$ cat src/pss_pkg.sv
// Purpose: shared constants and types for the power swing sequencer
// Assumes: 10 MHz sys_clk_i, delays set in whole milliseconds
// Notes:   timers count 1 ms ticks from a free prescaler
package pss_pkg;

  localparam int unsigned CLK_HZ          = 10_000_000;
  localparam int unsigned TICK_US         = 1000;
  localparam int unsigned TICK_CYCLES     = CLK_HZ / 1_000_000 * TICK_US;
  localparam logic [13:0] TICK_LAST       = 14'(TICK_CYCLES - 1);
  localparam logic [13:0] PRESCALE_RESET  = 14'h0000;
  localparam logic [15:0] TIMER_RESET     = 16'h0000;
  localparam int unsigned DELAY_W         = 16;

  typedef enum logic [1:0]
  {
    PSS_STEP_TWO   = 2'b00,
    PSS_STEP_THREE = 2'b01
  } pss_mode_type;

  typedef enum logic
  {
    PSS_TRIP_EARLY   = 1'b0,
    PSS_TRIP_DELAYED = 1'b1
  } pss_trip_type;

  // impedance position flags from the boundary comparators
  typedef struct packed
  {
    logic in_outer;
    logic in_middle;
    logic in_inner;
  } pss_zone_type;

  // every delay in milliseconds, 0 to 65535
  typedef struct packed
  {
    logic [DELAY_W-1:0] pickup1;
    logic [DELAY_W-1:0] reset1;
    logic [DELAY_W-1:0] pickup2;
    logic [DELAY_W-1:0] pickup3;
    logic [DELAY_W-1:0] pickup4;
    logic [DELAY_W-1:0] trip_hold_delay;
  } pss_delay_type;

  typedef enum logic [2:0]
  {
    PSS_SEQ_IDLE   = 3'b000,
    PSS_SEQ_STEP1  = 3'b001,
    PSS_SEQ_STEP2  = 3'b010,
    PSS_SEQ_ARMED  = 3'b011,
    PSS_SEQ_LATCH4 = 3'b100
  } pss_seq_type;

endpackage : pss_pkg

$ cat src/pss_sequencer.sv
// Purpose: swing-block and out-of-step trip sequencing with timers
// Assumes: zone flags and settings synchronous to sys_clk_i
// Notes:   all delays counted in 1 ms ticks of a shared prescaler
//
// Overview of operation
// - block latch after pickup1 in first zone
// - leaving outer starts reset1, then block clears
// - three-step: middle-to-inner for pickup2 completes step two
// - inside inner for pickup3 arms the element
// - delayed mode: outside inner for pickup4 arms trip
// - delayed mode: raw trip pulse on outer exit
// - early mode: trip pulse when final step completes
// - trip held for trip_hold_delay after raised
// - trip_inhibit_in forces trip low, sequence continues
// - inhibit never touches swing-block detection
// - middle flag ignored unless three-step mode
// - delays 0 to 65.535 s, 1 ms steps
// - outer exit clears out-of-step sequence progress
// - disable keeps both outputs low
`timescale 1ns/100ps
`default_nettype none

module pss_sequencer
  import pss_pkg::*;
(
  input  wire logic                   sys_clk_i,
  input  wire logic                   srst_i,
  input  wire logic                   enable_i,
  input  wire pss_pkg::pss_mode_type  mode_i,
  input  wire pss_pkg::pss_trip_type  trip_mode_i,
  input  wire pss_pkg::pss_zone_type  zone_i,
  input  wire pss_pkg::pss_delay_type delay_i,
  input  wire logic                   trip_inhibit_in_i,
  output logic                        swing_block_o,
  output logic                        trip_o,
  output logic                        trip_raw_o,
  output pss_pkg::pss_seq_type        seq_state_o
);

  import pss_pkg::*;

  // true once a timer has counted up to its limit
  function automatic logic timer_done(input logic [DELAY_W-1:0] cnt,
                                      input logic [DELAY_W-1:0] lim);
    timer_done = (cnt >= lim);
  endfunction : timer_done

  function automatic logic [DELAY_W-1:0] timer_step(input logic [DELAY_W-1:0] cnt,
                                                    input logic               run,
                                                    input logic               tick,
                                                    input logic [DELAY_W-1:0] lim);
    if (!run)
      timer_step = TIMER_RESET;
    else if (tick && (cnt < lim))
      timer_step = cnt + 16'h0001;
    else
      timer_step = cnt;
  endfunction : timer_step

  ////////////////////////////////////////////////////////////////////////////
  // 1 ms time base
  logic [13:0] prescale_q;
  logic [13:0] prescale_d;
  logic        tick;

  always_comb
  begin
    tick       = (prescale_q == TICK_LAST);
    prescale_d = tick ? PRESCALE_RESET : prescale_q + 14'h0001;
  end

  always_ff @(posedge sys_clk_i)
  begin
    if (srst_i)
      prescale_q <= PRESCALE_RESET;
    else
      prescale_q <= prescale_d;
  end

  ////////////////////////////////////////////////////////////////////////////
  // zone decoding
  logic three_step;
  logic mid_eff;
  logic zone1;
  logic zone2;
  logic inner;
  logic outer;

  always_comb
  begin
    three_step = (mode_i == PSS_STEP_THREE);
    mid_eff    = three_step & zone_i.in_middle;
    outer      = enable_i & zone_i.in_outer;
    inner      = outer & zone_i.in_inner;
    // first zone: outer minus middle (three-step) or minus inner
    zone1      = outer & (three_step ? ~mid_eff : ~zone_i.in_inner);
    zone2      = outer & mid_eff & ~zone_i.in_inner;
  end

  ////////////////////////////////////////////////////////////////////////////
  // swing-block latch with dropout timer
  logic               block_q;
  logic               block_d;
  logic [DELAY_W-1:0] pu1_q;
  logic [DELAY_W-1:0] pu1_d;
  logic [DELAY_W-1:0] rst1_q;
  logic [DELAY_W-1:0] rst1_d;

  always_comb
  begin
    pu1_d   = timer_step(pu1_q, zone1, tick, delay_i.pickup1);
    // reset timer runs only while latched and outside the outer boundary
    rst1_d  = timer_step(rst1_q, block_q & ~outer, tick, delay_i.reset1);
    block_d = block_q;
    if (!enable_i)
      block_d = 1'b0;
    else if (zone1 && timer_done(pu1_q, delay_i.pickup1))
      block_d = 1'b1;
    else if (block_q && !outer && timer_done(rst1_q, delay_i.reset1))
      block_d = 1'b0;
  end

  always_ff @(posedge sys_clk_i)
  begin
    if (srst_i)
    begin
      block_q <= 1'b0;
      pu1_q   <= TIMER_RESET;
      rst1_q  <= TIMER_RESET;
    end
    else
    begin
      block_q <= block_d;
      pu1_q   <= pu1_d;
      rst1_q  <= rst1_d;
    end
  end

  ////////////////////////////////////////////////////////////////////////////
  // out-of-step sequence
  pss_seq_type        seq_q;
  pss_seq_type        seq_d;
  logic [DELAY_W-1:0] stp_q;
  logic [DELAY_W-1:0] stp_d;
  logic               stp_run;
  logic [DELAY_W-1:0] stp_lim;
  logic               raw_d;
  logic               raw_q;

  // one shared step timer: only one step is timed at a time
  always_comb
  begin
    stp_run = 1'b0;
    stp_lim = delay_i.pickup1;
    case (seq_q)
      PSS_SEQ_IDLE:
      begin
        stp_run = zone1;
        stp_lim = delay_i.pickup1;
      end
      PSS_SEQ_STEP1:
      begin
        stp_run = three_step ? zone2 : inner;
        stp_lim = three_step ? delay_i.pickup2 : delay_i.pickup3;
      end
      PSS_SEQ_STEP2:
      begin
        stp_run = inner;
        stp_lim = delay_i.pickup3;
      end
      PSS_SEQ_ARMED:
      begin
        stp_run = outer & ~zone_i.in_inner;
        stp_lim = delay_i.pickup4;
      end
      default:
      begin
        stp_run = 1'b0;
        stp_lim = delay_i.pickup1;
      end
    endcase
  end

  always_comb
  begin
    stp_d = timer_step(stp_q, stp_run, tick, stp_lim);
    seq_d = seq_q;
    raw_d = 1'b0;
    if (!outer)
    begin
      // outer exit is the delayed trip moment, then progress is lost
      if ((seq_q == PSS_SEQ_LATCH4) && enable_i)
        raw_d = 1'b1;
      seq_d = PSS_SEQ_IDLE;
      stp_d = TIMER_RESET;
    end
    else if (stp_run && timer_done(stp_q, stp_lim))
    begin
      stp_d = TIMER_RESET;
      case (seq_q)
        PSS_SEQ_IDLE:
          seq_d = PSS_SEQ_STEP1;
        PSS_SEQ_STEP1:
        begin
          if (three_step)
            seq_d = PSS_SEQ_STEP2;
          else
          begin
            seq_d = PSS_SEQ_ARMED;
            raw_d = (trip_mode_i == PSS_TRIP_EARLY);
          end
        end
        PSS_SEQ_STEP2:
        begin
          seq_d = PSS_SEQ_ARMED;
          raw_d = (trip_mode_i == PSS_TRIP_EARLY);
        end
        PSS_SEQ_ARMED:
          if (trip_mode_i == PSS_TRIP_DELAYED)
            seq_d = PSS_SEQ_LATCH4;
        default:
          seq_d = PSS_SEQ_IDLE;
      endcase
    end
  end

  always_ff @(posedge sys_clk_i)
  begin
    if (srst_i)
    begin
      seq_q <= PSS_SEQ_IDLE;
      stp_q <= TIMER_RESET;
      raw_q <= 1'b0;
    end
    else
    begin
      seq_q <= seq_d;
      stp_q <= stp_d;
      raw_q <= raw_d;
    end
  end

  ////////////////////////////////////////////////////////////////////////////
  // trip seal-in; inhibit masks the output only, never the sequence
  logic               seal_q;
  logic               seal_d;
  logic [DELAY_W-1:0] hold_q;
  logic [DELAY_W-1:0] hold_d;
  logic               trip_q;
  logic               trip_d;

  always_comb
  begin
    seal_d = seal_q;
    hold_d = hold_q;
    if (!enable_i)
    begin
      seal_d = 1'b0;
      hold_d = TIMER_RESET;
    end
    else if (raw_q)
    begin
      seal_d = 1'b1;
      hold_d = TIMER_RESET;
    end
    else if (seal_q)
    begin
      hold_d = timer_step(hold_q, 1'b1, tick, delay_i.trip_hold_delay);
      if (timer_done(hold_q, delay_i.trip_hold_delay))
        seal_d = 1'b0;
    end
    trip_d = enable_i & (seal_d | raw_d) & ~trip_inhibit_in_i;
  end

  always_ff @(posedge sys_clk_i)
  begin
    if (srst_i)
    begin
      seal_q <= 1'b0;
      hold_q <= TIMER_RESET;
      trip_q <= 1'b0;
    end
    else
    begin
      seal_q <= seal_d;
      hold_q <= hold_d;
      trip_q <= trip_d;
    end
  end

  // block output ignores trip_inhibit_in entirely
  assign swing_block_o = block_q;
  assign trip_o        = trip_q;
  assign trip_raw_o    = raw_q;
  assign seq_state_o   = seq_q;

endmodule : pss_sequencer

`default_nettype wire

$ cat config.mk
export PLATFORM = sky130hd
export DESIGN_NAME = pss_sequencer
export DESIGN_NICKNAME = d
export VERILOG_FILES = /design/src/pss_pkg.sv /design/src/pss_sequencer.sv
export SDC_FILE = /design/constraint.sdc
export NUM_CORES = 1
export LEC_CHECK = 0
export BUFFER_PORTS_ARGS = -buffer_cell sky130_fd_sc_hd__buf_2
export CAP_MARGIN = 20
export CORE_MARGIN = 2
export CORE_UTILIZATION = 61
export CTS_BUF_LIST = sky130_fd_sc_hd__clkbuf_4 sky130_fd_sc_hd__clkbuf_8 sky130_fd_sc_hd__clkbuf_16
export DETAILED_ROUTE_END_ITERATION = 8
export GPL_TIMING_DRIVEN = 0
export PLACE_DENSITY = 0.95
export SYNTH_ARGS = -nofsm -noshare
export SYNTH_HDL_FRONTEND = slang
export SYNTH_SLANG_ARGS = --single-unit
export TNS_END_PERCENT = 30
$ cat constraint.sdc
create_clock -name sys_clk_i -period 8.3 [get_ports sys_clk_i]
set_input_delay 1.66 -clock sys_clk_i [delete_from_list [all_inputs] [get_ports sys_clk_i]]
set_output_delay 1.66 -clock sys_clk_i [all_outputs]
set_load 0.05 [all_outputs]
==> metrics.yaml, run 1 <==
leakagePower_uw: 0.00286
grt-ovfl-total: 0
ir_drop_mv: 0.0643
clk_pin_slew_worst_paths_ns: 0.08
grt_max_degree: 14
worstPathRequired_ns: 8.54
relSlewSlack_pct: 59.0
ios: 112
worst_slack_ns: 2.82
hold_buffers: 0
hp-start: "prescale_q[0]"
grt_setup_unrepaired: "false"
drt-wirelength-per-cell_um: 15.1
vias: 6351
synth_edf_count: 0
finalSetupTns_ns: 0
critPathKind: "in -> reg"
synth_seq_cells: 85
syn_nets: 958
drt-total-wl_um: 15700
critPathTopFamily: "simple AND/OR/NAND/NOR gates"
cts_resized: 0
cts.path.max_buffers: 2
rows: 36
path_cells: "buf_2, nor2b_1, and4_1, clkbuf_1, clkbuf_1, a221oi_1, nand2_1, o21ai_0, ha_1, nand4_1, nor4_1, o21ai_0, nand4_1, buf_2, buf_2, mux2i_1, nor2_1"
use_met1_pct: 36.1
synth_area_um2: 6160
run_status: "complete, no violations"
cellPowerDensity_nw_per_um2: 107
hold_viol: 0
maxCapViolCount: 0
cts_tree: "done"
final_cell_mix: "buf_2, nand2_1, dfxtp_1"
use_met2_pct: 52.2
final_common_cell: "buf_2"
fmaxAchievable_mhz: 182
drcViolationCount: 0
slowest_stage: "nor2b_1"
vias_per_cell: 6.09
cts_root_buf: "clkbuf_8"
layout.nets: 1081
dp_cells: 1027
placed_area_um2: 6890
grt_pass1_vias: 6040
num_antenna_cells: 0
regToRegSetupSlack_ns: 3.91
antenna_found_initial: 0
core_area_um2: 9770
synth.avg_cell_area_um2: 7.87
synthCells: 783
final_cell_count_no_fill: 1043
r2r-start: "seq_state_o[1]"
start_kind: "primary input"
setup-violations-final: 0
cts.htree.levels: 3
die_x_um: 105
final_cell_area_um2: 7080
area_growth_pct: 14.8
finalCriticalPeriod_ns: 5.48
die_height_um: 105
crit_top_cell: "buf_2"
busiest_layer: "met2"
grt_usage_pct: 29.4
finalPower_uw: 756
ys_types: 59
r2r-end: "stp_q[1]"
cpPeakStageDelay_ns: 0.39
initial_utilization_pct: 63.1
hold_path_depth: 1
whs_endpoint: "prescale_q[0]"
crit_cells: 17
finalClockSkew_ns: 0.0108
grt_pass1_wl_um: 26900
dp_hpwl_um: 12500
place_ws_ns: 2.53
layout-drive-gt1-share_pct: 16.5
worst_pin_slew_ns: 0.610
dieArea_um2: 10900
holdCritPathClass: "reg -> reg"
worstPathMaxFanout: 10
cp.arrival_ns: 5.72
path_buf_inv: 5
routabilityCongestion: 0.933
clkSinkCount: 85
ys_seq_area_share_pct: 27.6
io_buffers: 111
synth_flop_cell: "dfxtp_1"
grtUsageMet3_pct: 4.18
antenna_left: 0
endpoint_kind: "register"
post-cts-setup-buffers: 0
numCtsBuffers: 9
insertion_delay_ns: 0.36
reg2regPathDepth: 16
yosys_warnings: 0
drt_first_pass_iters: 6
fin_crit_sh_pct: 66.0
slew_viol_final: 0
drt_iter0_markers: 409
synthArstFlopShare_pct: 0
layout make-up:
cell class	instances	area (um^2)
repair buffers	112	561
clock inverters	3	20.0
well taps	133	166
fillers	786	2700
multi-input cells	600	4080
clock buffers	12	165
plain buffers	30	125
flip-flops and latches	85	1700
inverters	68	255
metrics by stage:
| step | hold slack [ns] | utilization (%) |
|---|---|---|
| floorplan | 0.413 | - |
| global placement | 0.425 | 70.5 |
| detailed placement | 0.439 | 70.5 |
| CTS | 0.454 | 72.4 |
| global route | 0.496 | 72.4 |
| finish | 0.450 | 72.4 |
flip-flops by register name, indices dropped and copies added (netlist names):
register,cells
hold_q,16
prescale_q,14
pu1_q,16
rst1_q,16
seal_q,1
seq_state_o,3
stp_q,16
swing_block_o,1
trip_o,1
trip_raw_o,1
cells by family after synthesis:
group / after synthesis / share of synthesized area [%]
adders and majority gates: 69 / 14.0
and+or+nand+nor: 293 / 26.1
xor gates and xnor gates: 19 / 2.70
AOI/OAI and AO/OA: 213 / 22.4
DFF: 85 / 27.6
buffers and inverters: 98 / 6.17
muxes: 6 / 0.974
synth_stat cells, types with 7 or more instances:
cell type | instances | share of area (%)
and3_1 | 14 | 1.4
and4_1 | 7 | 0.99
nand2_1 | 88 | 5.4
a21oi_1 | 83 | 6.7
or4_1 | 38 | 4.6
ha_1 | 69 | 14
nor2b_1 | 7 | 0.71
a221oi_1 | 17 | 2.4
dfxtp_1 | 85 | 28
buf_2 | 7 | 0.57
nor3_1 | 8 | 0.65
o21ai_0 | 32 | 2.6
xnor2_1 | 15 | 2.1
clkbuf_1 | 21 | 1.3
o31ai_1 | 39 | 4.7
nand3_1 | 22 | 1.8
or3_1 | 10 | 1.0
nand4_1 | 21 | 2.1
nor2_1 | 43 | 2.6
inv_1 | 68 | 4.1
per-layer routing:
metal  up-vias  routed length [um]
met1      2863                6570
met3        42                1190
li1       3146                   -
met5         -                   0
met2       300                7530
met4         0                 459
worst max-delay path by stage:
stage,from,end,slack [ns]
4_1_cts,mode_i[1],stp_q[1],2.89
5_1_grt,mode_i[1],stp_q[1],2.37
2_1_floorplan,mode_i[0],stp_q[1],3.43
6_report,mode_i[1],stp_q[1],2.82
3_5_place_dp,mode_i[1],stp_q[1],2.53
3_3_place_gp,mode_i[1],stp_q[1],2.53
where the power goes:
part | internal [uW] | switching, uW | total (uW)
clock | 131 | 147 | 278
combinational | 32.9 | 35.7 | 68.6
sequential | 409 | 0.767 | 409
Power figures use the tool's default switching activity.
==> inputs of run 2 (changes only) <==
--- a/config.mk
+++ b/config.mk
@@ -5,14 +5,15 @@
 export SDC_FILE = /design/constraint.sdc
 export NUM_CORES = 1
 export LEC_CHECK = 0
+export ABC_AREA = 1
 export BUFFER_PORTS_ARGS = -buffer_cell sky130_fd_sc_hd__buf_2
 export CAP_MARGIN = 20
 export CORE_MARGIN = 2
-export CORE_UTILIZATION = 61
+export CORE_UTILIZATION = 52
 export CTS_BUF_LIST = sky130_fd_sc_hd__clkbuf_4 sky130_fd_sc_hd__clkbuf_8 sky130_fd_sc_hd__clkbuf_16
 export DETAILED_ROUTE_END_ITERATION = 8
 export GPL_TIMING_DRIVEN = 0
-export PLACE_DENSITY = 0.95
+export PLACE_DENSITY = 0.88
 export SYNTH_ARGS = -nofsm -noshare
 export SYNTH_HDL_FRONTEND = slang
 export SYNTH_SLANG_ARGS = --single-unit
==> constraint.sdc (replaced) <==
create_clock -name sys_clk_i -period 4.88 [get_ports sys_clk_i]
set_input_delay 0.976 -clock sys_clk_i [delete_from_list [all_inputs] [get_ports sys_clk_i]]
set_output_delay 0.976 -clock sys_clk_i [all_outputs]
set_load 0.05 [all_outputs]
==> run 2 against run 1 <==
  * Via count is 15% higher
  * Combinational power rose by 75%
  * Non-clock buffer count is 13 lower
  * Clock-buffer cell count up 4
  * Sequential share of layout area is 2.4 points lower
  * Core utilization fell by 10 points
  * Hold slack improved by 0.0038 ns
  * Final area is 11% higher
  * Die area rose by 28%
==> metrics.yaml, run 2 <==
run_status: "complete, no violations"
layout-drive-gt1-share_pct: 13.4
die_height_um: 118
fmaxAchievable_mhz: 274
start_kind: "primary input"
synthCells: 1059
worst_slack_ns: 1.23
r2r-start: "seq_state_o[1]"
area_growth_pct: 15.8
cts_root_buf: "clkbuf_16"
grt-ovfl-total: 0
dp_cells: 1342
maxCapViolCount: 0
ys_seq_area_share_pct: 25.1
hold_viol: 0
finalSetupTns_ns: 0
ios: 112
critPathKind: "in -> reg"
synth_seq_cells: 85
cp.arrival_ns: 3.94
drt-wirelength-per-cell_um: 13.1
hp-start: "prescale_q[0]"
cts.path.max_buffers: 2
relSlewSlack_pct: 57.9
io_buffers: 111
crit_start: "mode_i[1]"
rows: 41
finalCriticalPeriod_ns: 3.65
synthArstFlopShare_pct: 0
synth_flop_cell: "dfxtp_1"
holdCritPathClass: "reg -> reg"
post-cts-setup-buffers: 0
final_util_pct: 62.1
ys_top_cells_by_count: "nand2_1, inv_1, nor2_1"
worstPathRequired_ns: 5.17
drt_iter0_markers: 681
final_cell_mix: "nand2_1, inv_1, buf_2"
hold_buffers: 0
worst_pin_slew_ns: 0.630
fin_crit_sh_pct: 74.7
drt_first_pass_iters: 6
grt_usage_pct: 25.8
synth.largest_area_cell: "dfxtp_1"
cellPowerDensity_nw_per_um2: 192
final_common_cell: "nand2_1"
synth_most_common_cell: "nand2_1"
dieArea_um2: 14000
slowest_stage: "nor2_1"
drcViolationCount: 0
grt_setup_unrepaired: "false"
numCtsBuffers: 9
antenna_found_initial: 2
layout.nets: 1356
synth_area_leaders: "dfxtp_1, nand2_1, ha_1, inv_1, a21oi_1"
cts.htree.levels: 3
syn_nets: 1234
vias: 7296
worstPathMaxFanout: 10
dp_hpwl_um: 14100
antenna_left: 0
initial_utilization_pct: 53.6
core_area_um2: 12700
grt_pass1_vias: 6834
yosys_warnings: 0
synth.avg_cell_area_um2: 6.41
clkSinkCount: 85
insertion_delay_ns: 0.35
cts_tree: "done"
setup-violations-final: 0
grt_pass1_wl_um: 30200
crit_top_cell: "nand2_1"
slew_viol_final: 0
grt_max_degree: 13
cts_resized: 0
place_ws_ns: 0.912
finalClockSkew_ns: 0.00679
ir_drop_mv: 0.205
vias_per_cell: 5.37
synth_edf_count: 0
routabilityCongestion: 0.944
path_cells: "buf_2, inv_1, nand2_1, nor2_1, buf_2, nand2_1, nand3_1, o21ai_0, ha_1, nand2_1, nand2_1, nand2_1, nand2_1, a21oi_1, nand4_1, nor2_4, buf_6, nand3_1, inv_1"
yosys.area.top_type_share_pct: 25.1
drt-total-wl_um: 17800
ys_types: 39
fillers: 1211
cpPeakStageDelay_ns: 0.49
leakagePower_uw: 0.00369
endpoint_kind: "register"
final_cell_count_no_fill: 1359
synth_area_um2: 6790
finalPower_uw: 1510
die_x_um: 118
clk_pin_slew_worst_paths_ns: 0.06
## run 2: cell types whose count changed after synthesis, moves of 22 or more
cell,before,now
inv_1,68,165
nand2_1,88,269
nand3_1,22,75
nand4_1,21,43
nor2_1,43,101
nor3_1,8,30
o31ai_1,39,0
or4_1,38,0
xor2_1,4,27
## run 2: final timing paths
kind	to	slack (ns)	depth (start not counted)
worst min-delay path	prescale_q[0]	0.45	1
worst max register to register	stp_q[10]	1.30	18
worst min register to register	prescale_q[0]	0.45	1
worst max-delay path	stp_q[10]	1.23	19
## run 2: power by group
group	internal, uW	leakage (uW)	switching, uW
combinational	55.4	0.00285	64.5
clock	418	0.000153	272
sequential	696	0.000685	1.59
## run 2: layer usage
layer,vias to the layer above,share of wire [%],wire length (um),track usage [%]
met4,2,2.7,478,10.4
met2,277,49,8620,45.6
li1,3697,-,-,-
met5,-,0.062,11,0
met3,32,6.5,1150,3.67
met1,3288,42,7500,31.3
## run 2: cells by family after synthesis
logic type	count (synthesis)	share of synthesized area, %
AOI/OAI and AO/OA	137	11.0
DFF	85	25.1
buffers and inverters	188	11.1
adders and majority gates	69	12.7
xor gates and xnor gates	39	5.03
and+or+nand+nor	541	35.1
## run 2: stage by stage
stage / hold slack (ns) / area [um^2]
after floorplan: 0.418 / 6790
after global placement: 0.430 / 7560
after detailed placement: 0.445 / 7560
after CTS: 0.457 / 7860
after global routing: 0.488 / 7870
final: 0.454 / 7870
## run 2: critical path: cells and delay by family
family,cells,cell delay [ns]
simple gates,11,1.69
buf+inv,5,0.67
fa+ha+maj,1,0.30
compound gates,2,0.27
## run 2: final cells by class
class	count	area (um^2)	share of cell area (%)
inverters	170	638	8.11
flip-flops and latches	85	1700	21.6
diodes	1	2.50	0.0318
plain buffers	18	113	1.43
well taps	172	215	2.74
multi-input cells	786	4340	55.1
clock buffers	16	303	3.85
repair buffers	111	556	7.06
